## src/design/eeprom_rd_pkg.sv

```systemverilog
// constants and types for the two-wire eeprom read engine
package eeprom_rd_pkg;
  localparam int ADDR_W = 8;
  localparam int DATA_W = 8;
  localparam int SYNC_W = 5;
  localparam int SCL_BIT = 0;
  localparam int SDA_BIT = 1;
  localparam int CS_LO_BIT = 2;
  localparam int CS_HI_BIT = 4;
  localparam logic [SYNC_W-1:0] SYNC_RESET = 5'h03;
  localparam int CODE_HI = 7;
  localparam int CODE_LO = 4;
  localparam int CSEL_HI = 3;
  localparam int CSEL_LO = 1;
  localparam int RW_POS = 0;
  localparam logic [3:0] CTRL_CODE = 4'hA;
  localparam logic [3:0] CNT_ZERO = 4'h0;
  localparam logic [3:0] CNT_ONE = 4'h1;
  localparam logic [3:0] LAST_BIT = 4'h7;
  localparam logic [3:0] BYTE_BITS = 4'h8;
  localparam logic [ADDR_W-1:0] PTR_RESET = 8'h00;
  localparam logic [ADDR_W-1:0] PTR_TOP = 8'hFF;
  localparam logic [ADDR_W-1:0] PTR_STEP = 8'h01;
  localparam logic [DATA_W-1:0] DATA_ZERO = 8'h00;
  typedef enum {ST_IDLE, ST_CTRL, ST_CTRL_ACK, ST_ADDR, ST_ADDR_ACK, ST_WDATA, ST_TX, ST_TX_ACK, ST_IGNORE} state_t;
endpackage

```

## src/design/mem_if.sv

```systemverilog
// read and load port between the engine and its storage array
`timescale 1ns/1ps
interface mem_if #(parameter int AW = 8, parameter int DW = 8);
  logic [AW-1:0] rd_addr;
  logic [DW-1:0] rd_data;
  logic wr_en;
  logic [AW-1:0] wr_addr;
  logic [DW-1:0] wr_data;
  modport host(output rd_addr, output wr_en, output wr_addr, output wr_data, input rd_data);
  modport mem(input rd_addr, input wr_en, input wr_addr, input wr_data, output rd_data);
endinterface

```

## src/design/eeprom_array.sv

```systemverilog
// byte storage array with registered read data
`timescale 1ns/1ps
module eeprom_array #(parameter int AW = 8, parameter int DW = 8) (
  input wire logic core_clk,
  input wire logic rst_n,
  mem_if.mem bus
);
  logic [DW-1:0] cells [0:(1<<AW)-1];

  always_ff @(posedge core_clk) begin
    if (bus.wr_en) begin
      cells[bus.wr_addr] <= bus.wr_data;
    end
  end

  always_ff @(posedge core_clk) begin
    if (!rst_n) begin
      bus.rd_data <= '0;
    end else begin
      bus.rd_data <= cells[bus.rd_addr];
    end
  end
endmodule

```

## src/design/serial_eeprom_read_engine.sv

```systemverilog
// two-wire eeprom slave: control byte, word address, current/random/sequential reads
`timescale 1ns/1ps
module serial_eeprom_read_engine (
  input wire logic core_clk,
  input wire logic rst_n,
  input wire logic scl_in,
  input wire logic sda_in,
  input wire logic [2:0] chip_select_pins,
  input wire logic prog_busy,
  input wire logic load_en,
  input wire logic [eeprom_rd_pkg::ADDR_W-1:0] load_addr,
  input wire logic [eeprom_rd_pkg::DATA_W-1:0] load_data,
  output logic sda_out,
  output logic sda_oe_n,
  output logic [eeprom_rd_pkg::ADDR_W-1:0] addr_ptr
);
  import eeprom_rd_pkg::*;

  logic [SYNC_W-1:0] s1;
  logic [SYNC_W-1:0] s2;
  logic [SYNC_W-1:0] s3;
  logic [SYNC_W-1:0] filt;
  logic [SYNC_W-1:0] prev;
  logic scl_rise;
  logic scl_fall;
  logic start_det;
  logic stop_det;
  logic byte_done;
  logic addr_done;
  state_t state;
  logic [3:0] cnt;
  logic [DATA_W-1:0] shift;
  logic drive;
  logic rw;
  logic master_ack;
  logic [ADDR_W-1:0] ptr;

  mem_if #(.AW(ADDR_W), .DW(DATA_W)) mbus();

  eeprom_array #(.AW(ADDR_W), .DW(DATA_W)) u_array (
    .core_clk(core_clk),
    .rst_n(rst_n),
    .bus(mbus.mem)
  );

  assign mbus.rd_addr = ptr;
  assign mbus.wr_en = load_en;
  assign mbus.wr_addr = load_addr;
  assign mbus.wr_data = load_data;

  function automatic logic ctrl_match(input logic [DATA_W-1:0] b, input logic [2:0] cs);
    ctrl_match = (b[CODE_HI:CODE_LO] == CTRL_CODE) && (b[CSEL_HI:CSEL_LO] == cs);
  endfunction

  // three-stage sampling of the bus pins and straps
  always_ff @(posedge core_clk) begin
    if (!rst_n) begin
      s1 <= SYNC_RESET;
      s2 <= SYNC_RESET;
      s3 <= SYNC_RESET;
    end else begin
      s1 <= {chip_select_pins, sda_in, scl_in};
      s2 <= s1;
      s3 <= s2;
    end
  end

  // a change counts once stages two and three agree
  for (genvar i = 0; i < SYNC_W; i++) begin : g_filt
    always_ff @(posedge core_clk) begin
      if (!rst_n) begin
        filt[i] <= SYNC_RESET[i];
      end else if (s2[i] == s3[i]) begin
        filt[i] <= s3[i];
      end
    end
  end

  always_ff @(posedge core_clk) begin
    if (!rst_n) begin
      prev <= SYNC_RESET;
    end else begin
      prev <= filt;
    end
  end

  assign scl_rise = filt[SCL_BIT] && !prev[SCL_BIT];
  assign scl_fall = !filt[SCL_BIT] && prev[SCL_BIT];
  assign start_det = filt[SCL_BIT] && prev[SCL_BIT] && !filt[SDA_BIT] && prev[SDA_BIT];
  assign stop_det = filt[SCL_BIT] && prev[SCL_BIT] && filt[SDA_BIT] && !prev[SDA_BIT];
  assign byte_done = scl_fall && (cnt == BYTE_BITS);
  assign addr_done = (state == ST_ADDR) && byte_done && !prog_busy;

  always_ff @(posedge core_clk) begin
    if (!rst_n) begin
      state <= ST_IDLE;
      cnt <= CNT_ZERO;
      shift <= DATA_ZERO;
      drive <= 1'b0;
      rw <= 1'b0;
      master_ack <= 1'b0;
    end else if (start_det) begin
      // a repeated start abandons any write in progress
      state <= ST_CTRL;
      cnt <= CNT_ZERO;
      drive <= 1'b0;
    end else if (stop_det) begin
      state <= ST_IDLE;
      drive <= 1'b0;
    end else begin
      case (state)
        ST_CTRL, ST_ADDR: begin
          if (scl_rise) begin
            shift <= {shift[DATA_W-2:0], filt[SDA_BIT]};
            cnt <= cnt + CNT_ONE;
          end else if (byte_done) begin
            if (prog_busy) begin
              state <= ST_IGNORE;
            end else if (state == ST_ADDR) begin
              state <= ST_ADDR_ACK;
              drive <= 1'b1;
            end else if (ctrl_match(shift, filt[CS_HI_BIT:CS_LO_BIT])) begin
              state <= ST_CTRL_ACK;
              drive <= 1'b1;
              rw <= shift[RW_POS];
            end else begin
              state <= ST_IGNORE;
            end
          end
        end
        ST_CTRL_ACK: begin
          if (scl_fall) begin
            cnt <= CNT_ZERO;
            if (rw) begin
              state <= ST_TX;
              shift <= mbus.rd_data;
              drive <= !mbus.rd_data[DATA_W-1];
            end else begin
              state <= ST_ADDR;
              drive <= 1'b0;
            end
          end
        end
        ST_ADDR_ACK: begin
          if (scl_fall) begin
            state <= ST_WDATA;
            drive <= 1'b0;
          end
        end
        ST_TX: begin
          if (scl_fall) begin
            if (cnt == LAST_BIT) begin
              state <= ST_TX_ACK;
              drive <= 1'b0;
            end else begin
              cnt <= cnt + CNT_ONE;
              shift <= {shift[DATA_W-2:0], 1'b0};
              drive <= !shift[DATA_W-2];
            end
          end
        end
        ST_TX_ACK: begin
          if (scl_rise) begin
            master_ack <= !filt[SDA_BIT];
          end else if (scl_fall) begin
            if (master_ack) begin
              state <= ST_TX;
              cnt <= CNT_ZERO;
              shift <= mbus.rd_data;
              drive <= !mbus.rd_data[DATA_W-1];
            end else begin
              state <= ST_IGNORE;
              drive <= 1'b0;
            end
          end
        end
        ST_IDLE, ST_WDATA, ST_IGNORE: begin
          drive <= 1'b0;
        end
        default: begin
          state <= ST_IDLE;
          drive <= 1'b0;
        end
      endcase
    end
  end

  // shared pointer: loaded by a word address, stepped after each byte sent
  always_ff @(posedge core_clk) begin
    if (!rst_n) begin
      ptr <= PTR_RESET;
    end else if (addr_done) begin
      ptr <= shift;
    end else if ((state == ST_TX) && scl_fall && (cnt == LAST_BIT)) begin
      ptr <= ptr + PTR_STEP;
    end
  end

  always_ff @(posedge core_clk) begin
    if (!rst_n) begin
      sda_out <= 1'b0;
      sda_oe_n <= 1'b1;
      addr_ptr <= PTR_RESET;
    end else begin
      sda_out <= 1'b0;
      sda_oe_n <= !drive;
      addr_ptr <= ptr;
    end
  end

  property p_ctrl_code;
    @(posedge core_clk) disable iff (!rst_n)
    $rose(state == ST_CTRL_ACK) |-> $past(shift[CODE_HI:CODE_LO]) == CTRL_CODE;
  endproperty
  a_ctrl_code: assert property (p_ctrl_code) else $error("ack given to wrong device code");

  property p_ctrl_cs;
    @(posedge core_clk) disable iff (!rst_n)
    $rose(state == ST_CTRL_ACK) |-> $past(shift[CSEL_HI:CSEL_LO]) == $past(filt[CS_HI_BIT:CS_LO_BIT]);
  endproperty
  a_ctrl_cs: assert property (p_ctrl_cs) else $error("ack given with chip select mismatch");

  property p_busy_no_ack;
    @(posedge core_clk) disable iff (!rst_n)
    (prog_busy && byte_done && (state == ST_CTRL || state == ST_ADDR) && !start_det && !stop_det)
      |=> state == ST_IGNORE ##1 sda_oe_n;
  endproperty
  a_busy_no_ack: assert property (p_busy_no_ack) else $error("byte acknowledged while busy");

  property p_ack_drives;
    @(posedge core_clk) disable iff (!rst_n)
    $rose(state == ST_CTRL_ACK) |=> !sda_oe_n;
  endproperty
  a_ack_drives: assert property (p_ack_drives) else $error("control byte ack not driven low");

  property p_read_dir;
    @(posedge core_clk) disable iff (!rst_n)
    ($rose(state == ST_TX) && $past(state) == ST_CTRL_ACK) |-> rw;
  endproperty
  a_read_dir: assert property (p_read_dir) else $error("data sent without read direction");

  property p_first_byte;
    @(posedge core_clk) disable iff (!rst_n)
    $rose(state == ST_TX) |-> (shift == $past(mbus.rd_data)) && ($past(mbus.rd_addr) == ptr);
  endproperty
  a_first_byte: assert property (p_first_byte) else $error("byte not taken from pointer location");

  property p_ptr_step;
    @(posedge core_clk) disable iff (!rst_n)
    $rose(state == ST_TX_ACK) |-> ptr == ($past(ptr) + PTR_STEP);
  endproperty
  a_ptr_step: assert property (p_ptr_step) else $error("pointer did not step by one");

  property p_ptr_wrap;
    @(posedge core_clk) disable iff (!rst_n)
    ($rose(state == ST_TX_ACK) && $past(ptr) == PTR_TOP) |-> ##2 addr_ptr == PTR_RESET;
  endproperty
  a_ptr_wrap: assert property (p_ptr_wrap) else $error("pointer did not wrap to zero");

  property p_addr_load;
    @(posedge core_clk) disable iff (!rst_n)
    $rose(state == ST_ADDR_ACK) |-> ptr == $past(shift);
  endproperty
  a_addr_load: assert property (p_addr_load) else $error("word address not loaded");

  property p_nack_release;
    @(posedge core_clk) disable iff (!rst_n)
    ($rose(state == ST_IGNORE) && $past(state) == ST_TX_ACK) |=> sda_oe_n [*2];
  endproperty
  a_nack_release: assert property (p_nack_release) else $error("line not released after nack");

  property p_stop_release;
    @(posedge core_clk) disable iff (!rst_n)
    stop_det |-> ##2 sda_oe_n;
  endproperty
  a_stop_release: assert property (p_stop_release) else $error("line still driven after stop");

  property p_seq_next;
    @(posedge core_clk) disable iff (!rst_n)
    ($rose(state == ST_TX) && $past(state) == ST_TX_ACK) |-> $past(master_ack);
  endproperty
  a_seq_next: assert property (p_seq_next) else $error("next byte sent without master ack");
endmodule

```

## config.mk

```make
export PLATFORM = sky130hd
export DESIGN_NAME = serial_eeprom_read_engine
export DESIGN_NICKNAME = d
export VERILOG_FILES = /design/src/design/eeprom_rd_pkg.sv /design/src/design/mem_if.sv /design/src/design/eeprom_array.sv /design/src/design/serial_eeprom_read_engine.sv
export SDC_FILE = /design/constraint.sdc
export NUM_CORES = 2
export LEC_CHECK = 0
export BUFFER_PORTS_ARGS = -buffer_cell sky130_fd_sc_hd__buf_4
export CAP_MARGIN = 25
export CORE_AREA = 8 8 398 400
export DETAILED_ROUTE_END_ITERATION = 16
export DIE_AREA = 0 0 406 408
export PLACE_DENSITY = 0.8
export SKIP_CTS_REPAIR_TIMING = 1
export SLEW_MARGIN = 20
export SYNTH_ARGS = -nofsm -noshare
export SYNTH_HDL_FRONTEND = slang
export SYNTH_SLANG_ARGS = --single-unit
export TNS_END_PERCENT = 5
```

## constraint.sdc

```tcl
create_clock -name core_clk -period 2.2 [get_ports core_clk]
set_clock_uncertainty 0.1 [all_clocks]
set_input_delay 0.22 -clock core_clk [delete_from_list [all_inputs] [get_ports core_clk]]
set_output_delay 0.22 -clock core_clk [all_outputs]
set_load 0.1 [all_outputs]
```

==> results.sh <==
export IMPL_status="finished, violations left"
export IMPL_failed_checks="hold timing, setup timing"
export IMPL_initial_utilization_pct=54.48
export IMPL_yosys_register_bits=2114
export IMPL_startpoint_type="register"
export IMPL_fin_util_pct=64.34
export IMPL_cts_sinks=2114
export IMPL_setup_violations=13
export IMPL_worstMarginPinSlew_ns=0.9050
export IMPL_cts_tree="done"
export IMPL_hold_path_class="in -> reg"
export IMPL_rsz0062_at_grt="true"
export IMPL_core_um2=152600
export IMPL_cts_max_path_buffers=3
export IMPL_htree_levels=4
export IMPL_syn_area_per_cell_um2=18.67
export IMPL_final_nets=5148
export IMPL_end_kind="register"
export IMPL_dp_hpwl_um=134400
export IMPL_synth_edf_count=2048
export IMPL_cp_slowest_cell="a2111oi_4"
export IMPL_vias_per_cell=6.546
export IMPL_fin_crit_sh_pct=143.3
export IMPL_worstPathArrival_ns=3.74
export IMPL_cpMostUsedCell="buf_4"
export IMPL_slew_limit_headroom_pct=39.44
export IMPL_gp_congestion=0.9054
export IMPL_ir_worst_vdd_mv=0.7947
export IMPL_dpl_cell_count=6924
export IMPL_drt_pass1_iter_count=6
export IMPL_cts_root_buf="clkbuf_16"
export IMPL_grt_start_max_net_pins=88
export IMPL_synthTopCellsByArea="edfxtp_1 (74%), mux4_2 (8.1%), mux2i_1 (5.5%)"
export IMPL_yosysTopAreaCellShare_pct=73.97
export IMPL_track_usage_pct=25.88
export IMPL_overflow=0
export IMPL_synth_top_cells_by_count="edfxtp_1 (2,048), mux2i_1 (457), nor2_1 (327)"
export IMPL_final_max_slew_viol_count=0
export IMPL_area_growth_pct=18.09
export IMPL_ys_seq_area_share_pct=75.56
export IMPL_fin_crit_ns=3.154
export IMPL_clk_pin_slew_worst_paths_ns=0.06
export IMPL_die_h_um=408
export IMPL_synth_flop_cell="edfxtp_1"
export IMPL_worst_slack_ns=-0.9535
export IMPL_yosysWarnings=0
export IMPL_p_per_area_nw_per_um2=814.5
export IMPL_remaining_drc_errors=0
export IMPL_ios=35
export IMPL_syn_inst=4454
export IMPL_clock_latency_ns=0.85
export IMPL_drtIter0Drc=7929
export IMPL_syn_num_nets=4482
export IMPL_synth_cell_types=67
export IMPL_antenna_found_initial=14
export IMPL_p_leak_nw=30.71
export IMPL_die_w_um=406
export IMPL_dp_slack_ns=-1.373
export IMPL_critPathMaxFanout=13
export IMPL_port_buffers=33
export IMPL_cap_violations=0
export IMPL_async_reset_ff_share_pct=0
export IMPL_netlist_area_um2=83140
export IMPL_yosysTopAreaCell="edfxtp_1"
export IMPL_layout_drive_gt1_share_pct=27.07
export IMPL_vias=48130
export IMPL_synth_most_common_cell="edfxtp_1"
export IMPL_grt_pass1_wl_um=318100
export IMPL_antenna_left=0
export IMPL_rows=144
export IMPL_die_area_um2=165600
export IMPL_routedWlPerCell_um=30.36
export IMPL_path_cells="buf_12 > buf_16 > buf_4 > mux4_2 > mux2_2 > o21ai_2 > o22ai_2 > a2111oi_4 > buf_4 > nand4_1"
export IMPL_final_cells=7353
export IMPL_cts_buffers=199
export IMPL_hold_ws_ns=-0.01812
export IMPL_fmax_mhz=317.1
export IMPL_critical_path_max_stage_delay_ns=0.56
export IMPL_critical_path_required_ns=2.79
export IMPL_grt_pass1_vias=47550
export IMPL_routed_wl_um=223200
export IMPL_crit_type="reg -> reg"
export IMPL_hold_viol=7
## per-stage QoR
step           hold slack (ns)  total power [mW]  instance area, µm²  TNS (ns)
3_5_place_dp            0.2679             46.29               90590    -16.83
4_1_cts                -0.5774             80.07               97150    -12.06
2_1_floorplan           0.2189             45.27               83300   -0.5781
5_1_grt              -0.001103             81.62               98140    -8.059
6_report              -0.01812             79.97               98180    -7.436
3_3_place_gp            0.2716             46.22               90590    -13.29
## layout by cell type (no fill, tap or decap), drive strengths merged, types with 20 or more instances in the layout
cell	instances
o22ai	116
dfxtp	66
a221oi	25
mux2i	457
a21oi	103
a22oi	24
nand3	54
mux4	298
clkinv	92
and2	55
o21ai	79
nor3	20
o221ai	108
mux2	42
edfxtp	2048
a31oi	34
clkbuf	273
nor2	327
nand2	108
buf	716
## final timing paths
check	to	start	slack, ns	cells past startpoint
hold / removal	u_array.cells[186][3]	load_addr[4]	-0.02	3
setup / recovery	u_array.bus.rd_data[7]	mbus.rd_addr[0]	-0.95	10
hold reg to reg	sda_oe_n	drive	0.29	1
setup reg to reg	u_array.bus.rd_data[7]	mbus.rd_addr[0]	-0.95	10
## registers in the layout, indices dropped and copies added, names as in the netlist, 2 cells and up
register / count
u_array.bus.rd_data: 8
prev: 2
filt: 5
state: 4
shift: 8
u_array.cells: 2048
mbus.rd_addr: 8
s2: 5
addr_ptr: 8
s3: 5
cnt: 4
s1: 5
## layer usage
| metal | track usage, % | vias to the layer above | part of all wire (%) |
|---|---|---|---|
| met5 | 0 | - | 0.0067 |
| met4 | 11.87 | 2 | 4.8 |
| met3 | 6.228 | 672 | 12 |
| met2 | 41.17 | 3927 | 48 |
| met1 | 34.02 | 24050 | 35 |
| li1 | - | 19480 | - |
## power by group
group / switching, mW / internal, mW
logic: 0.988 / 0.281
clock network: 15.2 / 19.3
registers: 0.0377 / 44.2
total: 16.2 / 63.7
## critical path: cells and delay by family, from the launching register on
family | cells | cell delay, ns
compound gates | 3 | 0.87
mux | 2 | 0.82
buf+inv | 4 | 0.72
flops | 1 | 0.36
simple gates | 1 | 0.08
## kinds of logic after synthesis
kind of cell,share of synthesized area [%]
buffers and inverters,1.910
multiplexers,14.14
XOR/XNOR,0.05267
other,0.004510
adder cells (fa/ha/maj),0.04515
flip-flops,75.56
AND/OR/NAND/NOR,3.649
AO/OA/AOI/OAI,4.640
## cell type report
class                           count  area [µm²]
Clock inverter                    117        1264
Inverter                           16       65.06
Sequential cell                  2114       62840
Fill cell                        9571       54420
Tap cell                         2044        2557
Timing Repair Buffer              751        7041
Clock buffer                      254        5296
Antenna cell                       19       47.55
Multi-Input combinational cell   2038       19070
Power figures use the tool's default switching activity.
